File: src/hdl/mfc_pkg.sv
`timescale 1ns/1ps
package mfc_pkg;
	localparam int MFC_ADDR_W = 12;
	localparam int MFC_FIELD_W = 2;
	localparam int MFC_IR_W = 12;
	// positions after the three-place shift of the instruction register
	localparam int MFC_FC_BIT = 6;
	localparam int MFC_FLD_LO_BIT = 7;
	localparam int MFC_FLD_HI_BIT = 8;
	localparam logic [MFC_FIELD_W-1:0] MFC_FIELD_ZERO = 2'h0;
	localparam logic [MFC_ADDR_W-1:0] MFC_ADDR_ZERO = 12'h000;
	localparam logic [MFC_ADDR_W-1:0] MFC_ADDR_ONES = 12'hFFF;

	// one-cycle strobes from the control sequencer, same clock
	typedef struct packed {
		logic bp1;
		logic bp3;
		logic bp5;
		logic bp6;
		logic bp7;
		logic ep0;
		logic ep1;
		logic pu0;
		logic pu1;
	} mfc_phase_t;

	typedef struct packed {
		logic [MFC_IR_W-1:0] ir_shifted;
		logic two_word_flag;
		logic jump_op;
		logic subroutine_call_op;
		logic indirect_flag;
		logic reserved_location_qual;
	} mfc_instr_t;

	typedef enum logic [1:0] {
		MFC_IRQ_IDLE = 2'h0,
		MFC_IRQ_FORCED = 2'h1,
		MFC_IRQ_SAVED = 2'h3
	} mfc_irq_state_t;
endpackage : mfc_pkg

module mfc_addr_match
	import mfc_pkg::*;
#(
	parameter int ADDR_W = MFC_ADDR_W
)
(
	input wire logic [ADDR_W-1:0] save_addr_i,
	input wire logic [ADDR_W-1:0] proc_addr_i,
	input wire logic indirect_flag_i,
	input wire logic reserved_location_qual_i,
	output logic save_address_equal_o
);
	logic edge_addr;

	// all-zero and all-one locations never qualify as a return pointer
	assign edge_addr = (proc_addr_i == MFC_ADDR_ZERO[ADDR_W-1:0])
		|| (proc_addr_i == MFC_ADDR_ONES[ADDR_W-1:0]);
	assign save_address_equal_o = (save_addr_i == proc_addr_i) && indirect_flag_i
		&& !reserved_location_qual_i && !edge_addr;
endmodule : mfc_addr_match

File: src/hdl/mfc_field_ctrl.sv
`timescale 1ns/1ps
module mfc_field_ctrl
	import mfc_pkg::*;
#(
	parameter int ADDR_W = MFC_ADDR_W
)
(
	input wire logic clk_sys_i,
	input wire logic reset_i,
	input wire mfc_phase_t phase_i,
	input wire mfc_instr_t instr_i,
	input wire logic [ADDR_W-1:0] proc_addr_i,
	input wire logic irq_pending_flag_i,
	input wire logic power_not_ready_i,
	input wire logic steal_active_i,
	input wire logic [MFC_FIELD_W-1:0] steal_field_i,
	output logic field_select_lo_o,
	output logic field_select_hi_o,
	output logic operand_field_override_o,
	output logic far_jump_call_strobe_o,
	output logic call_return_match_o,
	output logic irq_return_match_o,
	output logic any_return_match_o,
	output logic irq_field_zero_force_o,
	output logic [MFC_FIELD_W-1:0] current_field_o,
	output logic [MFC_FIELD_W-1:0] call_save_field_o,
	output logic [MFC_FIELD_W-1:0] irq_save_field_o
);
	logic [MFC_FIELD_W-1:0] field_r, field_nxt;
	logic [MFC_FIELD_W-1:0] call_fld_r, call_fld_nxt;
	logic [MFC_FIELD_W-1:0] irq_fld_r, irq_fld_nxt;
	logic [ADDR_W-1:0] call_addr_r, call_addr_nxt;
	logic [ADDR_W-1:0] irq_addr_r, irq_addr_nxt;
	logic far_jump_call_strobe_r, far_jump_call_strobe_nxt;
	logic call_en_r, call_en_nxt;
	logic tw_ovr_r, tw_ovr_nxt;
	logic ret_ovr_r, ret_ovr_nxt;
	logic call_match_r, call_match_nxt;
	logic irq_match_r, irq_match_nxt;
	mfc_irq_state_t irq_st_r, irq_st_nxt;
	logic [MFC_FIELD_W-1:0] sel_r, sel_nxt;
	logic any_match_r, any_match_nxt;
	logic call_eq;
	logic irq_eq;
	logic fc_bit;
	logic [MFC_FIELD_W-1:0] ir_field;

	assign fc_bit = instr_i.ir_shifted[MFC_FC_BIT];
	assign ir_field = {instr_i.ir_shifted[MFC_FLD_HI_BIT], instr_i.ir_shifted[MFC_FLD_LO_BIT]};

	mfc_addr_match #(
		.ADDR_W(ADDR_W)
	) u_call_cmp (
		.save_addr_i(call_addr_r),
		.proc_addr_i(proc_addr_i),
		.indirect_flag_i(instr_i.indirect_flag),
		.reserved_location_qual_i(instr_i.reserved_location_qual),
		.save_address_equal_o(call_eq)
	);

	mfc_addr_match #(
		.ADDR_W(ADDR_W)
	) u_irq_cmp (
		.save_addr_i(irq_addr_r),
		.proc_addr_i(proc_addr_i),
		.indirect_flag_i(instr_i.indirect_flag),
		.reserved_location_qual_i(instr_i.reserved_location_qual),
		.save_address_equal_o(irq_eq)
	);

	always_comb
	begin
		field_nxt = field_r;
		call_fld_nxt = call_fld_r;
		irq_fld_nxt = irq_fld_r;
		call_addr_nxt = call_addr_r;
		irq_addr_nxt = irq_addr_r;
		far_jump_call_strobe_nxt = far_jump_call_strobe_r;
		call_en_nxt = call_en_r;
		tw_ovr_nxt = tw_ovr_r;
		ret_ovr_nxt = ret_ovr_r;
		call_match_nxt = call_match_r;
		irq_match_nxt = irq_match_r;
		irq_st_nxt = irq_st_r;
		// clears first so a same-cycle set below wins
		if (phase_i.bp1)
		begin
			far_jump_call_strobe_nxt = 1'b0;
			call_en_nxt = 1'b0;
			tw_ovr_nxt = 1'b0;
			ret_ovr_nxt = 1'b0;
			call_match_nxt = 1'b0;
			irq_match_nxt = 1'b0;
		end
		// first BP3 sees two_word_flag low, so only the second phase decodes
		if (phase_i.bp3 && instr_i.two_word_flag && fc_bit
			&& (instr_i.jump_op || instr_i.subroutine_call_op))
		begin
			far_jump_call_strobe_nxt = 1'b1;
			call_en_nxt = instr_i.subroutine_call_op;
		end
		if (phase_i.ep0)
		begin
			if (far_jump_call_strobe_r)
			begin
				field_nxt = ir_field;
				// old field is dropped unless this is a call
				if (call_en_r)
				begin
					call_fld_nxt = field_r;
				end
			end
			else if (instr_i.two_word_flag && fc_bit)
			begin
				tw_ovr_nxt = 1'b1;
			end
			if (call_match_r && !instr_i.jump_op)
			begin
				ret_ovr_nxt = 1'b1;
			end
		end
		if (phase_i.ep1 && call_en_r)
		begin
			call_addr_nxt = proc_addr_i;
		end
		if (phase_i.bp5 && call_eq)
		begin
			call_match_nxt = 1'b1;
		end
		if (phase_i.bp6 && irq_eq)
		begin
			irq_match_nxt = 1'b1;
		end
		// power failing: keep the pointer so the return can be retried
		if (phase_i.bp7 && instr_i.jump_op && !power_not_ready_i)
		begin
			if (call_match_r)
			begin
				call_addr_nxt = MFC_ADDR_ZERO[ADDR_W-1:0];
			end
			if (irq_match_r)
			begin
				irq_addr_nxt = MFC_ADDR_ZERO[ADDR_W-1:0];
			end
		end
		if (phase_i.pu0 && instr_i.jump_op && (call_match_r || irq_match_r))
		begin
			field_nxt = call_match_r ? call_fld_r : irq_fld_r;
		end
		case (irq_st_r)
			MFC_IRQ_IDLE:
			begin
				if (phase_i.pu0 && irq_pending_flag_i)
				begin
					irq_st_nxt = MFC_IRQ_FORCED;
				end
			end
			MFC_IRQ_FORCED:
			begin
				if (phase_i.pu1)
				begin
					irq_addr_nxt = proc_addr_i;
					irq_fld_nxt = field_r;
					field_nxt = MFC_FIELD_ZERO;
					irq_st_nxt = MFC_IRQ_SAVED;
				end
			end
			MFC_IRQ_SAVED:
			begin
				if (phase_i.pu1)
				begin
					irq_st_nxt = MFC_IRQ_IDLE;
				end
			end
			default:
			begin
				irq_st_nxt = MFC_IRQ_IDLE;
			end
		endcase
	end

	// output mux from next values so the select flop lines up with its causes
	always_comb
	begin
		any_match_nxt = call_match_nxt | irq_match_nxt;
		if (steal_active_i)
		begin
			sel_nxt = steal_field_i;
		end
		else if (ret_ovr_nxt)
		begin
			sel_nxt = call_fld_nxt;
		end
		else if (tw_ovr_nxt)
		begin
			sel_nxt = ir_field;
		end
		else if (irq_st_nxt != MFC_IRQ_IDLE)
		begin
			sel_nxt = MFC_FIELD_ZERO;
		end
		else
		begin
			sel_nxt = field_nxt;
		end
	end

	always_ff @(posedge clk_sys_i)
	begin
		if (reset_i)
		begin
			field_r <= MFC_FIELD_ZERO;
			call_fld_r <= MFC_FIELD_ZERO;
			irq_fld_r <= MFC_FIELD_ZERO;
			call_addr_r <= MFC_ADDR_ZERO[ADDR_W-1:0];
			irq_addr_r <= MFC_ADDR_ZERO[ADDR_W-1:0];
			far_jump_call_strobe_r <= 1'b0;
			call_en_r <= 1'b0;
			tw_ovr_r <= 1'b0;
			ret_ovr_r <= 1'b0;
			call_match_r <= 1'b0;
			irq_match_r <= 1'b0;
			irq_st_r <= MFC_IRQ_IDLE;
			sel_r <= MFC_FIELD_ZERO;
			any_match_r <= 1'b0;
		end
		else
		begin
			field_r <= field_nxt;
			call_fld_r <= call_fld_nxt;
			irq_fld_r <= irq_fld_nxt;
			call_addr_r <= call_addr_nxt;
			irq_addr_r <= irq_addr_nxt;
			far_jump_call_strobe_r <= far_jump_call_strobe_nxt;
			call_en_r <= call_en_nxt;
			tw_ovr_r <= tw_ovr_nxt;
			ret_ovr_r <= ret_ovr_nxt;
			call_match_r <= call_match_nxt;
			irq_match_r <= irq_match_nxt;
			irq_st_r <= irq_st_nxt;
			sel_r <= sel_nxt;
			any_match_r <= any_match_nxt;
		end
	end

	assign field_select_lo_o = sel_r[0];
	assign field_select_hi_o = sel_r[1];
	assign operand_field_override_o = tw_ovr_r;
	assign far_jump_call_strobe_o = far_jump_call_strobe_r;
	assign call_return_match_o = call_match_r;
	assign irq_return_match_o = irq_match_r;
	assign any_return_match_o = any_match_r;
	assign irq_field_zero_force_o = irq_st_r[0]; // codes 0, 1, 3: low bit set in both forcing states
	assign current_field_o = field_r;
	assign call_save_field_o = call_fld_r;
	assign irq_save_field_o = irq_fld_r;
endmodule : mfc_field_ctrl

File: config.mk
export PLATFORM = sky130hd
export DESIGN_NAME = mfc_field_ctrl
export DESIGN_NICKNAME = d
export VERILOG_FILES = /design/src/hdl/mfc_pkg.sv /design/src/hdl/mfc_field_ctrl.sv
export SDC_FILE = /design/constraint.sdc
export NUM_CORES = 1
export LEC_CHECK = 0
export BUFFER_PORTS_ARGS = -buffer_cell sky130_fd_sc_hd__buf_2
export CORE_AREA = 5 5 70 72
export CTS_CLUSTER_SIZE = 10
export DETAILED_ROUTE_END_ITERATION = 16
export DIE_AREA = 0 0 75 77
export PLACE_DENSITY_LB_ADDON = 0.1
export RECOVER_POWER = 25
export SLEW_MARGIN = 20
export SYNTH_ARGS = -nofsm -noshare
export SYNTH_HDL_FRONTEND = slang
export SYNTH_SLANG_ARGS = --single-unit
export TNS_END_PERCENT = 10
File: constraint.sdc
create_clock -name clk_sys_i -period 2.85 [get_ports clk_sys_i]
set_input_delay 0 -clock clk_sys_i [delete_from_list [all_inputs] [get_ports clk_sys_i]]
set_output_delay 0 -clock clk_sys_i [all_outputs]
set_load 0.05 [all_outputs]
==> results of run 1 <==
-- power breakdown --
group | total, mW | internal [mW] | switching [mW]
Sequential | 0.593 | 0.585 | 0.00854
Combinational | 0.150 | 0.0624 | 0.0873
Clock | 0.410 | 0.219 | 0.191
Total | 1.15 | 0.866 | 0.287
-- cell usage after synthesis --
| library cell | n |
|---|---|
| sky130_fd_sc_hd__and3_1 | 1 |
| sky130_fd_sc_hd__nor3b_1 | 2 |
| sky130_fd_sc_hd__a21o_1 | 1 |
| sky130_fd_sc_hd__nand4b_1 | 1 |
| sky130_fd_sc_hd__a32oi_1 | 1 |
| sky130_fd_sc_hd__a211oi_1 | 2 |
| sky130_fd_sc_hd__o31ai_1 | 1 |
| sky130_fd_sc_hd__mux2i_1 | 6 |
| sky130_fd_sc_hd__nor2_1 | 19 |
| sky130_fd_sc_hd__nor4_1 | 5 |
| sky130_fd_sc_hd__nor2b_1 | 8 |
| sky130_fd_sc_hd__o22ai_1 | 1 |
| sky130_fd_sc_hd__a22o_1 | 2 |
| sky130_fd_sc_hd__dfxtp_1 | 41 |
| sky130_fd_sc_hd__inv_1 | 3 |
| sky130_fd_sc_hd__o2111ai_1 | 1 |
| sky130_fd_sc_hd__a211oi_2 | 2 |
| sky130_fd_sc_hd__o211ai_4 | 1 |
| sky130_fd_sc_hd__xnor2_1 | 25 |
| sky130_fd_sc_hd__a21oi_4 | 1 |
| sky130_fd_sc_hd__a21oi_1 | 14 |
| sky130_fd_sc_hd__o21ai_0 | 3 |
| sky130_fd_sc_hd__and2_1 | 1 |
| sky130_fd_sc_hd__a211o_1 | 2 |
| sky130_fd_sc_hd__a22oi_1 | 2 |
| sky130_fd_sc_hd__a31oi_1 | 1 |
| sky130_fd_sc_hd__a221oi_1 | 2 |
| sky130_fd_sc_hd__nand2_1 | 34 |
| sky130_fd_sc_hd__buf_6 | 3 |
| sky130_fd_sc_hd__nand2b_1 | 1 |
| sky130_fd_sc_hd__buf_1 | 1 |
| sky130_fd_sc_hd__o21ai_1 | 2 |
| sky130_fd_sc_hd__clkbuf_1 | 4 |
| sky130_fd_sc_hd__a22oi_2 | 10 |
| sky130_fd_sc_hd__buf_2 | 14 |
| sky130_fd_sc_hd__nand3b_1 | 1 |
| sky130_fd_sc_hd__nand3_1 | 3 |
| sky130_fd_sc_hd__nand4_1 | 8 |
-- worst max-delay path, cell delays in order (launching register included) --
cell and delay [ns]:
sky130_fd_sc_hd__dfxtp_1 0.59, sky130_fd_sc_hd__o211ai_4 0.16, sky130_fd_sc_hd__a211oi_2 0.23, sky130_fd_sc_hd__a211oi_1 0.09, sky130_fd_sc_hd__a221oi_1 0.34, sky130_fd_sc_hd__o21ai_1 0.08
-- per-layer routing --
layer | vias up | routed length [µm]
met3 | 6 | 253
met4 | 0 | 48
met5 | - | 0
met1 | 802 | 2040
li1 | 868 | -
met2 | 43 | 2280
-- flip-flops by register name, indices dropped and copies added (netlist names) --
register and flops:
call_en_r 1, sel_r 2, call_return_match_o 1, ret_ovr_r 1, operand_field_override_o 1, current_field_o 2
call_save_field_o 2, call_addr_r 12, irq_save_field_o 2, any_return_match_o 1, far_jump_call_strobe_o 1, irq_addr_r 12
irq_return_match_o 1, irq_st_r 2
-- kinds of logic after synthesis --
kind of cell              Yosys count  share of synthesized area
buffers and inverters              25                     0.0656
AOI/OAI and AO/OA                  49                      0.201
muxes                               6                     0.0294
and+or+nand+nor                    84                      0.194
xor gates and xnor gates           25                      0.107
DFF                                41                      0.402
-- cell type report --
cell class	count	area [µm²]
timing repair buffer	54	279
clock inverter	1	5.00
fill	431	1870
tap	52	65.1
clock buffer	7	96.3
inverter	3	11.3
sequential	41	821
multi-input combinational	164	1080
-- path summary, 6_finish.rpt --
check / depth (start not counted) / to
setup / recovery: 5 / sel_r[1]$_SDFF_PP0_
setup reg to reg: 5 / sel_r[1]$_SDFF_PP0_
hold reg to reg: 2 / call_addr_r[5]$_SDFF_PP0_
hold / removal: 3 / sel_r[0]$_SDFF_PP0_
-- stage by stage --
stage | instances | instance area [µm²] | worst slack [ns] | hold slack, ns | util
finish | 322 | 2360 | 1.26 | 0.00653 | 0.558
global route | 322 | 2360 | 1.15 | 0.0137 | 0.558
CTS | 322 | 2380 | 1.26 | 0.00328 | 0.561
detailed placement | 310 | 2230 | 1.29 | 0.205 | 0.528
global placement | 310 | 2230 | 1.31 | 0.212 | 0.528
floorplan | 230 | 2040 | 1.18 | 0.115 | -
-- placed cells by master, fill, tap and decap left out, types with 2 or more instances in the layout --
| cell | n |
|---|---|
| sky130_fd_sc_hd__buf_2 | 38 |
| sky130_fd_sc_hd__a211oi_1 | 2 |
| sky130_fd_sc_hd__nor2_1 | 19 |
| sky130_fd_sc_hd__a211o_1 | 2 |
| sky130_fd_sc_hd__mux2i_1 | 6 |
| sky130_fd_sc_hd__nand3_1 | 3 |
| sky130_fd_sc_hd__o21ai_0 | 3 |
| sky130_fd_sc_hd__o21ai_1 | 2 |
| sky130_fd_sc_hd__a22oi_1 | 2 |
| sky130_fd_sc_hd__a21oi_1 | 14 |
| sky130_fd_sc_hd__nand2_1 | 34 |
| sky130_fd_sc_hd__inv_1 | 3 |
| sky130_fd_sc_hd__clkbuf_8 | 7 |
| sky130_fd_sc_hd__nor3b_1 | 2 |
| sky130_fd_sc_hd__clkbuf_1 | 11 |
| sky130_fd_sc_hd__a221oi_1 | 2 |
| sky130_fd_sc_hd__dlygate4sd3_1 | 4 |
| sky130_fd_sc_hd__dfxtp_1 | 41 |
| sky130_fd_sc_hd__a211oi_2 | 2 |
| sky130_fd_sc_hd__nor2b_1 | 8 |
| sky130_fd_sc_hd__nor4_1 | 5 |
| sky130_fd_sc_hd__nand4_1 | 8 |
| sky130_fd_sc_hd__a22oi_2 | 10 |
| sky130_fd_sc_hd__xnor2_1 | 25 |
| sky130_fd_sc_hd__a22o_1 | 2 |
==> impl_results.html, run 1 <==
<table>
<tr><th>Metric</th><th>Value</th></tr>
<tr><th colspan="2">CTS</th></tr>
<tr><td>Number of buffers on the longest clock path</td><td>2</td></tr>
<tr><td>Clock root buffer master</td><td>sky130_fd_sc_hd__clkbuf_8</td></tr>
<tr><td>Clock-pin slew on the worst setup and hold paths</td><td>0.08 ns</td></tr>
<tr><td>CTS tree</td><td>done</td></tr>
<tr><td>Number of gates resized after cts</td><td>0</td></tr>
<tr><td>Worst skew pair latency</td><td>0.29 ns</td></tr>
<tr><td>CTS Sinks</td><td>41</td></tr>
<tr><td>Post-cts hold buffer count</td><td>4</td></tr>
<tr><td>H-tree depth</td><td>2</td></tr>
<tr><td>Number of buffers inserted to repair setup after CTS</td><td>0</td></tr>
<tr><td>TritonCTS Buffers</td><td>5</td></tr>
<tr><th colspan="2">Finish</th></tr>
<tr><td>Final antenna diode count</td><td>0</td></tr>
<tr><td>Area Overhead vs Synth</td><td>15.8%</td></tr>
<tr><td>Fraction of layout cells with a size suffix above 1</td><td>0.226</td></tr>
<tr><td>Final Net Count</td><td>314</td></tr>
<tr><th colspan="2">Floorplanning</th></tr>
<tr><td>Width of the die</td><td>75 µm</td></tr>
<tr><td>Core Footprint</td><td>4230 µm²</td></tr>
<tr><td># IOs</td><td>59</td></tr>
<tr><td>Overall die area</td><td>5780 µm²</td></tr>
<tr><td>Initial core utilization</td><td>0.482</td></tr>
<tr><td>Placement Rows</td><td>24</td></tr>
<tr><td>Die extent in y</td><td>77 µm</td></tr>
<tr><th colspan="2">Logic synthesis</th></tr>
<tr><td>Synthesized netlist cell count</td><td>230</td></tr>
<tr><td>Total number of yosys warnings</td><td>0</td></tr>
<tr><td>Syn Nets</td><td>275</td></tr>
<tr><td>Flop and latch count out of synthesis</td><td>41</td></tr>
<tr><td>Unique cell type count in the Yosys netlist</td><td>38</td></tr>
<tr><td>Top post-synthesis cells by area</td><td>sky130_fd_sc_hd__dfxtp_1 40%, sky130_fd_sc_hd__xnor2_1 11%, sky130_fd_sc_hd__nand2_1 6.3%, sky130_fd_sc_hd__a22oi_2 6.1%, sky130_fd_sc_hd__nor2_1 3.5%</td></tr>
<tr><td>Area share of the leading cell type in the synthesized netlist</td><td>0.402</td></tr>
<tr><td>Sequential share of the synthesized area</td><td>0.402</td></tr>
<tr><td>Mean instance size in the synthesized netlist</td><td>8.87 µm²</td></tr>
<tr><td>Biggest area consumer among synthesized cells</td><td>sky130_fd_sc_hd__dfxtp_1</td></tr>
<tr><td>Area of the mapped netlist</td><td>2040 µm²</td></tr>
<tr><th colspan="2">Route</th></tr>
<tr><td>First-pass detailed-route iteration total</td><td>4</td></tr>
<tr><td>WL/cell</td><td>14.4 µm</td></tr>
<tr><td>Post-detailed-route DRC marker count</td><td>0</td></tr>
<tr><td>DRT antenna net count</td><td>0</td></tr>
<tr><td>Vias per std cell</td><td>5.34</td></tr>
<tr><td>Number of vias in the routed layout</td><td>1719</td></tr>
<tr><td>Initial DRC Count</td><td>64</td></tr>
<tr><td>Post-detailed-routing wire length</td><td>4.63 mm</td></tr>
<tr><th colspan="2">Pwr</th></tr>
<tr><td>Leakage power</td><td>0.845 nW</td></tr>
<tr><td>Post-layout total power</td><td>1.15 mW</td></tr>
<tr><td>Power Dens Cells</td><td>488 nW/µm²</td></tr>
<tr><td>Maximum resistive drop on vdd</td><td>0.000341 V</td></tr>
<tr><th colspan="2">Setup path</th></tr>
<tr><td>Critical path peak fanout</td><td>10</td></tr>
<tr><td>Startpoint type of the worst setup path</td><td>register</td></tr>
<tr><td>Worst endpoint required time</td><td>3.03 ns</td></tr>
<tr><td>Critical R2R Launch</td><td>call_return_match_o$_SDFF_PP0_</td></tr>
<tr><td>Class of the most critical setup path</td><td>register to register</td></tr>
<tr><td>Kind of capture point of the worst setup path</td><td>register</td></tr>
<tr><td>Endpoint arrival time on the critical path</td><td>1.77 ns</td></tr>
<tr><td>Launching element of the worst setup path</td><td>call_return_match_o$_SDFF_PP0_</td></tr>
<tr><td>Setup slack on the worst flop-to-flop path</td><td>1.26 ns</td></tr>
<tr><th colspan="2">Global route</th></tr>
<tr><td>Global Route Usage Sum</td><td>0.166</td></tr>
<tr><td>Met1 GRT Util</td><td>0.209</td></tr>
<tr><td>Largest net degree at the start of global routing</td><td>31</td></tr>
<tr><td>Global routing's busiest layer</td><td>met2</td></tr>
<tr><td>Met3 Use GR</td><td>0.0392</td></tr>
<tr><td>First-pass GRT wire length</td><td>7.60 mm</td></tr>
<tr><td>Global-route met2 utilization</td><td>0.274</td></tr>
<tr><td>GRT overflow</td><td>0</td></tr>
<tr><td>Number of antenna violations at the first check in global routing</td><td>0</td></tr>
<tr><td>Vias in the first global route</td><td>1664</td></tr>
<tr><th colspan="2">STA</th></tr>
<tr><td>Final Max Tran Viols</td><td>0</td></tr>
<tr><td>Transition time at the pin with the least slew margin</td><td>0.604 ns</td></tr>
<tr><td>Clock Skew</td><td>0.00781 ns</td></tr>
<tr><td>Total count of hold-check failures in the final report</td><td>0</td></tr>
<tr><td>Unrepaired setup endpoints after global routing</td><td>false</td></tr>
<tr><td>Final sum of negative setup slack</td><td>0 ns</td></tr>
<tr><td>Finish-stage setup viols</td><td>0</td></tr>
<tr><td>Max Freq</td><td>0.629 GHz</td></tr>
<tr><td>Worst slew slack as a fraction of its limit</td><td>0.599</td></tr>
<tr><td>Clock period minus worst slack</td><td>1.59 ns</td></tr>
<tr><td>Post-route fraction of the period consumed by the critical path</td><td>0.558</td></tr>
<tr><th colspan="2">Hold path</th></tr>
<tr><td>Classification of the worst-slack hold path</td><td>input port to register</td></tr>
<tr><td>Hold wc startpoint</td><td>instr_i[12]</td></tr>
<tr><th colspan="2">Job</th></tr>
<tr><td>Maxcap violations</td><td>0</td></tr>
<tr><th colspan="2">Place</th></tr>
<tr><td>Routability congestion estimate from global placement</td><td>0.822</td></tr>
<tr><td>Hpwl dp</td><td>3.39 mm</td></tr>
<tr><td>IO buf count</td><td>49</td></tr>
<tr><th colspan="2">Status</th></tr>
<tr><td>Run status</td><td>complete, no violations</td></tr>
</table>
No activity file was read; power rests on OpenSTA's default activity.
==> inputs of run 2 (changes only) <==
clock period = 1.65 ns   (was 2.85 ns; I/O delays follow)
==> impl_results.html, run 2 (synthesized netlist as in run 1, its figures left out) <==
<table>
<tr><th>Metric</th><th>Value</th></tr>
<tr><th colspan="2">Floorplanning</th></tr>
<tr><td>Overall die area</td><td>5780 µm²</td></tr>
<tr><td>Width of the die</td><td>75 µm</td></tr>
<tr><td>Die extent in y</td><td>77 µm</td></tr>
<tr><td># IOs</td><td>59</td></tr>
<tr><td>Placement Rows</td><td>24</td></tr>
<tr><td>Core Footprint</td><td>4230 µm²</td></tr>
<tr><td>Initial core utilization</td><td>0.482</td></tr>
<tr><th colspan="2">Pwr</th></tr>
<tr><td>Post-layout total power</td><td>1.95 mW</td></tr>
<tr><td>Power share of the sequential group</td><td>0.526</td></tr>
<tr><td>Proportion of total power due to net switching</td><td>0.254</td></tr>
<tr><td>Leakage power</td><td>0.852 nW</td></tr>
<tr><td>Maximum resistive drop on vdd</td><td>0.000624 V</td></tr>
<tr><td>Net Sw Power</td><td>0.495 mW</td></tr>
<tr><td>Clock share of power</td><td>0.339</td></tr>
<tr><td>Logic gate share of total power</td><td>0.135</td></tr>
<tr><td>Cell internal pwr</td><td>1.45 mW</td></tr>
<tr><td>Power Dens Cells</td><td>824 nW/µm²</td></tr>
<tr><th colspan="2">Route</th></tr>
<tr><td>Initial DRC Count</td><td>65</td></tr>
<tr><td>First-pass detailed-route iteration total</td><td>4</td></tr>
<tr><td>DRT antenna net count</td><td>0</td></tr>
<tr><td>Post-detailed-routing wire length</td><td>4.63 mm</td></tr>
<tr><td>Post-detailed-route DRC marker count</td><td>0</td></tr>
<tr><td>Number of vias in the routed layout</td><td>1697</td></tr>
<tr><td>WL/cell</td><td>14.3 µm</td></tr>
<tr><td>Vias per std cell</td><td>5.25</td></tr>
<tr><th colspan="2">Setup path</th></tr>
<tr><td>Delay of the slowest cell on the worst path</td><td>0.49 ns</td></tr>
<tr><td>Destination of the worst register-to-register timing path</td><td>sel_r[0]$_SDFF_PP0_</td></tr>
<tr><td>Setup slack on the worst flop-to-flop path</td><td>0.25 ns</td></tr>
<tr><td>Launching element of the worst setup path</td><td>irq_return_match_o$_SDFF_PP0_</td></tr>
<tr><td>Startpoint type of the worst setup path</td><td>register</td></tr>
<tr><td>Destination of the critical timing path</td><td>sel_r[0]$_SDFF_PP0_</td></tr>
<tr><td>Worst reg-to-reg path cell count</td><td>5</td></tr>
<tr><td>Buffer and inverter count on the worst path</td><td>0</td></tr>
<tr><td>Slowest-stage cell, CP</td><td>sky130_fd_sc_hd__dfxtp_1</td></tr>
<tr><td>Number of logic stages on the critical path including buffering</td><td>5</td></tr>
<tr><td>Critical R2R Launch</td><td>irq_return_match_o$_SDFF_PP0_</td></tr>
<tr><td>Cell-by-cell trace of the critical path</td><td>o211ai_4, a211oi_2, a211oi_1, a221oi_1, o21ai_1</td></tr>
<tr><td>Class of the most critical setup path</td><td>register to register</td></tr>
<tr><td>Dominant delay contributor by cell family on the critical path</td><td>compound AO/OA/AOI/OAI gates</td></tr>
<tr><td>Critical path peak fanout</td><td>5</td></tr>
<tr><td>Endpoint arrival time on the critical path</td><td>1.58 ns</td></tr>
<tr><td>Kind of capture point of the worst setup path</td><td>register</td></tr>
<tr><td>Worst endpoint required time</td><td>1.83 ns</td></tr>
<tr><th colspan="2">STA</th></tr>
<tr><td>Unrepaired setup endpoints after global routing</td><td>false</td></tr>
<tr><td>Final sum of negative setup slack</td><td>0 ns</td></tr>
<tr><td>Transition time at the pin with the least slew margin</td><td>0.604 ns</td></tr>
<tr><td>Clock period minus worst slack</td><td>1.40 ns</td></tr>
<tr><td>Max Freq</td><td>0.715 GHz</td></tr>
<tr><td>Clock Skew</td><td>0.00587 ns</td></tr>
<tr><td>Total count of hold-check failures in the final report</td><td>0</td></tr>
<tr><td>Post-route fraction of the period consumed by the critical path</td><td>0.847</td></tr>
<tr><td>Finish-stage setup viols</td><td>0</td></tr>
<tr><td>Final Max Tran Viols</td><td>0</td></tr>
<tr><td>Worst slew slack as a fraction of its limit</td><td>0.599</td></tr>
<tr><th colspan="2">CTS</th></tr>
<tr><td>TritonCTS Buffers</td><td>5</td></tr>
<tr><td>Number of buffers inserted to repair setup after CTS</td><td>0</td></tr>
<tr><td>CTS tree</td><td>done</td></tr>
<tr><td>CTS Sinks</td><td>41</td></tr>
<tr><td>Number of buffers on the longest clock path</td><td>2</td></tr>
<tr><td>Clock root buffer master</td><td>sky130_fd_sc_hd__clkbuf_8</td></tr>
<tr><td>H-tree depth</td><td>2</td></tr>
<tr><td>Worst skew pair latency</td><td>0.29 ns</td></tr>
<tr><td>Clock-pin slew on the worst setup and hold paths</td><td>0.08 ns</td></tr>
<tr><th colspan="2">Hold path</th></tr>
<tr><td>Classification of the worst-slack hold path</td><td>input port to register</td></tr>
<tr><th colspan="2">Job</th></tr>
<tr><td>Maxcap violations</td><td>0</td></tr>
<tr><th colspan="2">Finish</th></tr>
<tr><td>Leading cell type in the layout, fill and taps excluded</td><td>sky130_fd_sc_hd__dfxtp_1</td></tr>
<tr><td>Combined area of the multi-input logic cells</td><td>1080 µm²</td></tr>
<tr><td>Final Net Count</td><td>316</td></tr>
<tr><td>Area Overhead vs Synth</td><td>16.0%</td></tr>
<tr><td>Final antenna diode count</td><td>0</td></tr>
<tr><td>Area occupied by registers</td><td>822 µm²</td></tr>
<tr><td>Most frequent cells in the layout</td><td>40 x sky130_fd_sc_hd__dfxtp_1, 39 x sky130_fd_sc_hd__buf_2, 34 x sky130_fd_sc_hd__nand2_1</td></tr>
<tr><td>Biggest regs</td><td>call_addr_r x12, irq_addr_r x12</td></tr>
<tr><td>Fraction of layout cells with a size suffix above 1</td><td>0.232</td></tr>
<tr><td>Fill cell instance count of the final layout</td><td>416</td></tr>
<tr><th colspan="2">Global route</th></tr>
<tr><td>Global Route Usage Sum</td><td>0.164</td></tr>
<tr><td>Number of antenna violations at the first check in global routing</td><td>0</td></tr>
<tr><td>GRT overflow</td><td>0</td></tr>
<tr><td>Largest net degree at the start of global routing</td><td>30</td></tr>
<tr><td>Global routing's busiest layer</td><td>met2</td></tr>
<tr><td>Met3 Use GR</td><td>0.0458</td></tr>
<tr><td>First-pass GRT wire length</td><td>7.47 mm</td></tr>
<tr><td>Vias in the first global route</td><td>1613</td></tr>
<tr><td>Global-route met2 utilization</td><td>0.267</td></tr>
<tr><td>Met1 GRT Util</td><td>0.206</td></tr>
<tr><th colspan="2">Place</th></tr>
<tr><td>Routability congestion estimate from global placement</td><td>0.788</td></tr>
<tr><td>Hpwl dp</td><td>3.40 mm</td></tr>
<tr><td>IO buf count</td><td>49</td></tr>
<tr><th colspan="2">Status</th></tr>
<tr><td>Run status</td><td>complete, no violations</td></tr>
</table>
run 2: timing repair:
item | in CTS | in global routing
endpoints found under the hold margin | 3 | 0
resized for setup | 0 | 0
hold buffers | 4 | 0
run 2: per-layer routing:
layer / routed length, µm / share of wire
met3: 340 / 0.073
met2: 2120 / 0.46
met4: 72 / 0.016
met1: 2100 / 0.45
met5: 0 / 0
run 2: power groups by stage:
| stage | logic (mW) | clock network [mW] | registers [mW] |
|---|---|---|---|
| 6_report | 0.263 | 0.661 | 1.02 |
| 5_1_grt | 0.289 | 0.735 | 1.03 |
| 4_1_cts | 0.268 | 0.679 | 1.02 |
| 3_5_place_dp | 0.259 | 0 | 1.05 |
| 3_3_place_gp | 0.259 | 0 | 1.05 |
| 2_1_floorplan | 0.162 | 0 | 1.07 |
run 2: area by class of cell:
cell class / instances / share of cell area
Tap cell: 52 / 0.0275
Timing Repair Buffer: 56 / 0.125
Multi-Input combinational cell: 164 / 0.459
Clock buffer: 7 / 0.0365
Inverter: 3 / 0.00476
Sequential cell: 41 / 0.348
run 2: how the worst min path moves through the flow:
stage,from,endpoint,slack [ns],depth (start not counted)
2_1_floorplan,steal_field_i[0],sel_r[0]$_SDFF_PP0_,0.11,2
3_3_place_gp,steal_field_i[0],sel_r[0]$_SDFF_PP0_,0.21,3
3_5_place_dp,steal_field_i[1],sel_r[1]$_SDFF_PP0_,0.22,3
4_1_cts,instr_i[2],call_en_r$_SDFFE_PP0P_,0.002,3
5_1_grt,proc_addr_i[1],call_addr_r[1]$_SDFF_PP0_,0.009,3
6_report,instr_i[2],call_en_r$_SDFFE_PP0P_,0.003,3
run 2: tightest hold or removal path: cells and delay by family:
family / cells / cell delay (ns)
simple gates: 1 / 0.08
compound gates: 1 / 0.06
buf+inv: 1 / 0.10
run 2: per-stage QoR:
| stage | hold WS [ns] | cell area (µm²) | setup WS (ns) | cells | util |
|---|---|---|---|---|---|
| after floorplan | 0.115 | 2040 | 0.0395 | 230 | - |
| after global placement | 0.214 | 2250 | 0.262 | 312 | 0.532 |
| after detailed placement | 0.217 | 2250 | 0.244 | 312 | 0.532 |
| after CTS | 0.00164 | 2380 | 0.237 | 323 | 0.561 |
| after global routing | 0.00903 | 2360 | 0.119 | 323 | 0.559 |
| final | 0.00294 | 2360 | 0.252 | 323 | 0.559 |
==> inputs of run 3 (changes only) <==
clock period = 1.4 ns   (was 1.65 ns; I/O delays follow)
==> impl_results.html, run 3 (synthesized netlist as in run 1, its figures left out) <==
<table>
<tr><th>Metric</th><th>Value</th></tr>
<tr><th colspan="2">Hold path</th></tr>
<tr><td>Classification of the worst-slack hold path</td><td>input port to register</td></tr>
<tr><td>Hold wc startpoint</td><td>phase_i[0]</td></tr>
<tr><td>WHS Path Cells</td><td>3</td></tr>
<tr><th colspan="2">Pwr</th></tr>
<tr><td>Leakage power</td><td>0.935 nW</td></tr>
<tr><td>Maximum resistive drop on vdd</td><td>0.000653 V</td></tr>
<tr><td>Power Dens Cells</td><td>1000 nW/µm²</td></tr>
<tr><th colspan="2">STA</th></tr>
<tr><td>Worst slew slack as a fraction of its limit</td><td>0.601</td></tr>
<tr><td>Max Freq</td><td>0.774 GHz</td></tr>
<tr><td>Final worst setup slack</td><td>0.107 ns</td></tr>
<tr><td>Finish-stage setup viols</td><td>0</td></tr>
<tr><td>Post-route fraction of the period consumed by the critical path</td><td>0.923</td></tr>
<tr><td>Total count of hold-check failures in the final report</td><td>0</td></tr>
<tr><td>Transition time at the pin with the least slew margin</td><td>0.601 ns</td></tr>
<tr><td>Final Max Tran Viols</td><td>0</td></tr>
<tr><td>Clock period minus worst slack</td><td>1.29 ns</td></tr>
<tr><td>Clock Skew</td><td>0.0103 ns</td></tr>
<tr><th colspan="2">Floorplanning</th></tr>
<tr><td>Width of the die</td><td>75 µm</td></tr>
<tr><td>Placement Rows</td><td>24</td></tr>
<tr><td>Die extent in y</td><td>77 µm</td></tr>
<tr><td># IOs</td><td>59</td></tr>
<tr><td>Initial core utilization</td><td>0.482</td></tr>
<tr><td>Overall die area</td><td>5780 µm²</td></tr>
<tr><td>Core Footprint</td><td>4230 µm²</td></tr>
<tr><th colspan="2">Route</th></tr>
<tr><td>Initial DRC Count</td><td>97</td></tr>
<tr><td>First-pass detailed-route iteration total</td><td>4</td></tr>
<tr><td>Post-detailed-route DRC marker count</td><td>0</td></tr>
<tr><td>Number of vias in the routed layout</td><td>1765</td></tr>
<tr><td>DRT antenna net count</td><td>0</td></tr>
<tr><td>Post-detailed-routing wire length</td><td>4.71 mm</td></tr>
<tr><td>WL/cell</td><td>14.0 µm</td></tr>
<tr><td>Vias per std cell</td><td>5.25</td></tr>
<tr><th colspan="2">Place</th></tr>
<tr><td>DP Worst Slack</td><td>0.0685 ns</td></tr>
<tr><td>Hpwl dp</td><td>3.49 mm</td></tr>
<tr><td>IO buf count</td><td>49</td></tr>
<tr><td>Routability congestion estimate from global placement</td><td>0.784</td></tr>
<tr><th colspan="2">Status</th></tr>
<tr><td>Run status</td><td>complete, no violations</td></tr>
<tr><th colspan="2">Global route</th></tr>
<tr><td>Global Route Usage Sum</td><td>0.167</td></tr>
<tr><td>Vias in the first global route</td><td>1650</td></tr>
<tr><td>GRT overflow</td><td>0</td></tr>
<tr><td>Number of antenna violations at the first check in global routing</td><td>0</td></tr>
<tr><td>First-pass GRT wire length</td><td>7.58 mm</td></tr>
<tr><td>Largest net degree at the start of global routing</td><td>30</td></tr>
<tr><th colspan="2">Setup path</th></tr>
<tr><td>Worst reg-to-reg path cell count</td><td>5</td></tr>
<tr><td>Worst endpoint required time</td><td>1.59 ns</td></tr>
<tr><td>Kind of capture point of the worst setup path</td><td>register</td></tr>
<tr><td>Slowest-stage cell, CP</td><td>sky130_fd_sc_hd__dfxtp_2</td></tr>
<tr><td>Cell-by-cell trace of the critical path</td><td>nand4b_1, o21ai_1, nor2b_1, a221oi_1, o21ai_1</td></tr>
<tr><td>Delay of the slowest cell on the worst path</td><td>0.34 ns</td></tr>
<tr><td>Critical R2R Launch</td><td>far_jump_call_strobe_o$_SDFFE_PP0P_</td></tr>
<tr><td>Critical path peak fanout</td><td>5</td></tr>
<tr><td>Cell repeated most along the worst path</td><td>sky130_fd_sc_hd__o21ai_1</td></tr>
<tr><td>Endpoint arrival time on the critical path</td><td>1.48 ns</td></tr>
<tr><td>Startpoint type of the worst setup path</td><td>register</td></tr>
<tr><td>Launching element of the worst setup path</td><td>far_jump_call_strobe_o$_SDFFE_PP0P_</td></tr>
<tr><td>Class of the most critical setup path</td><td>register to register</td></tr>
<tr><th colspan="2">CTS</th></tr>
<tr><td>Number of buffers on the longest clock path</td><td>2</td></tr>
<tr><td>H-tree depth</td><td>2</td></tr>
<tr><td>Worst skew pair latency</td><td>0.30 ns</td></tr>
<tr><td>CTS Sinks</td><td>41</td></tr>
<tr><td>TritonCTS Buffers</td><td>5</td></tr>
<tr><td>CTS tree</td><td>done</td></tr>
<tr><td>Clock root buffer master</td><td>sky130_fd_sc_hd__clkbuf_8</td></tr>
<tr><td>Clock-pin slew on the worst setup and hold paths</td><td>0.08 ns</td></tr>
<tr><th colspan="2">Finish</th></tr>
<tr><td>Final Net Count</td><td>328</td></tr>
<tr><td>Biggest regs</td><td>call_addr_r x12, irq_addr_r x12</td></tr>
<tr><td>Most frequent cells in the layout</td><td>40 x sky130_fd_sc_hd__buf_2, 34 x sky130_fd_sc_hd__nand2_1, 34 x sky130_fd_sc_hd__dfxtp_1</td></tr>
<tr><td>Final antenna diode count</td><td>0</td></tr>
<tr><td>Fraction of layout cells with a size suffix above 1</td><td>0.285</td></tr>
<tr><td>Leading cell type in the layout, fill and taps excluded</td><td>sky130_fd_sc_hd__buf_2</td></tr>
<tr><td>Area Overhead vs Synth</td><td>24.0%</td></tr>
<tr><td>Final core area utilization</td><td>0.597</td></tr>
<tr><td>Fill cell instance count of the final layout</td><td>403</td></tr>
<tr><th colspan="2">Job</th></tr>
<tr><td>Maxcap violations</td><td>0</td></tr>
</table>
-- run 3: changes by cell type in the layout (fill, tap and decap cells not counted), sizes merged --
cell / change
dlygate4sd3: +5
buf: +8
clkbuf: -1
bufinv: +1
-- run 3: routing by layer --
| metal | routed length [µm] | share of wire | vias to the layer above | global-route usage |
|---|---|---|---|---|
| met1 | 2220 | 0.47 | 814 | 0.221 |
| met4 | 63 | 0.013 | 0 | 0.0534 |
| li1 | - | - | 900 | - |
| met5 | 0 | 0 | - | 0 |
| met3 | 327 | 0.069 | 6 | 0.0471 |
| met2 | 2110 | 0.45 | 45 | 0.260 |
-- run 3: layout make-up --
type                       instances  area (µm²)  area share
multi-input combinational        164        1100       0.437
sequential                        41         832       0.329
timing repair buffer              68         399       0.158
clock buffer                       7        86.3      0.0341
tap                               52        65.1      0.0257
clock inverter                     1        30.0      0.0119
inverter                           3        11.3     0.00445
-- run 3: worst paths after layout --
kind / to / slack [ns]
worst min-delay path: irq_st_r[1]$_SDFF_PP0_ / 0.01
worst min register to register: call_addr_r[6]$_SDFF_PP0_ / 0.47
worst max-delay path: sel_r[1]$_SDFF_PP0_ / 0.11
worst max register to register: sel_r[1]$_SDFF_PP0_ / 0.11
-- run 3: stage by stage --
step | hold slack (ns) | setup TNS, ns | instance area, µm² | total power [mW] | std cells
2_1_floorplan | 0.115 | -0.00121 | 2050 | 1.45 | 230
3_3_place_gp | 0.214 | 0 | 2300 | 1.54 | 317
3_5_place_dp | 0.205 | 0 | 2300 | 1.54 | 317
4_1_cts | 0.00595 | 0 | 2500 | 2.55 | 334
5_1_grt | 0.0183 | -0.00220 | 2530 | 2.64 | 336
6_report | 0.0126 | 0 | 2530 | 2.53 | 336
-- run 3: power by group --
group / switching, mW / total [mW] / internal, mW
Clock: 0.412 / 0.994 / 0.582
Combinational: 0.184 / 0.328 / 0.144
Sequential: 0.0176 / 1.21 / 1.19
-- run 3: timing repair --
| action | in CTS | in global routing |
|---|---|---|
| hold buffers | 9 | 0 |
| endpoints found under the setup margin | 0 | 5 |
| endpoints found under the hold margin | 5 | 0 |
| setup buffers | 0 | 2 |
| gates resized for setup | 0 | 4 |
-- run 3: worst max-delay path, delay by kind of cell (launching register included) --
| kind | cells | cell delay, ns |
|---|---|---|
| flip-flops | 1 | 0.34 |
| AO/OA/AOI/OAI | 3 | 0.56 |
| AND/OR/NAND/NOR | 2 | 0.27 |
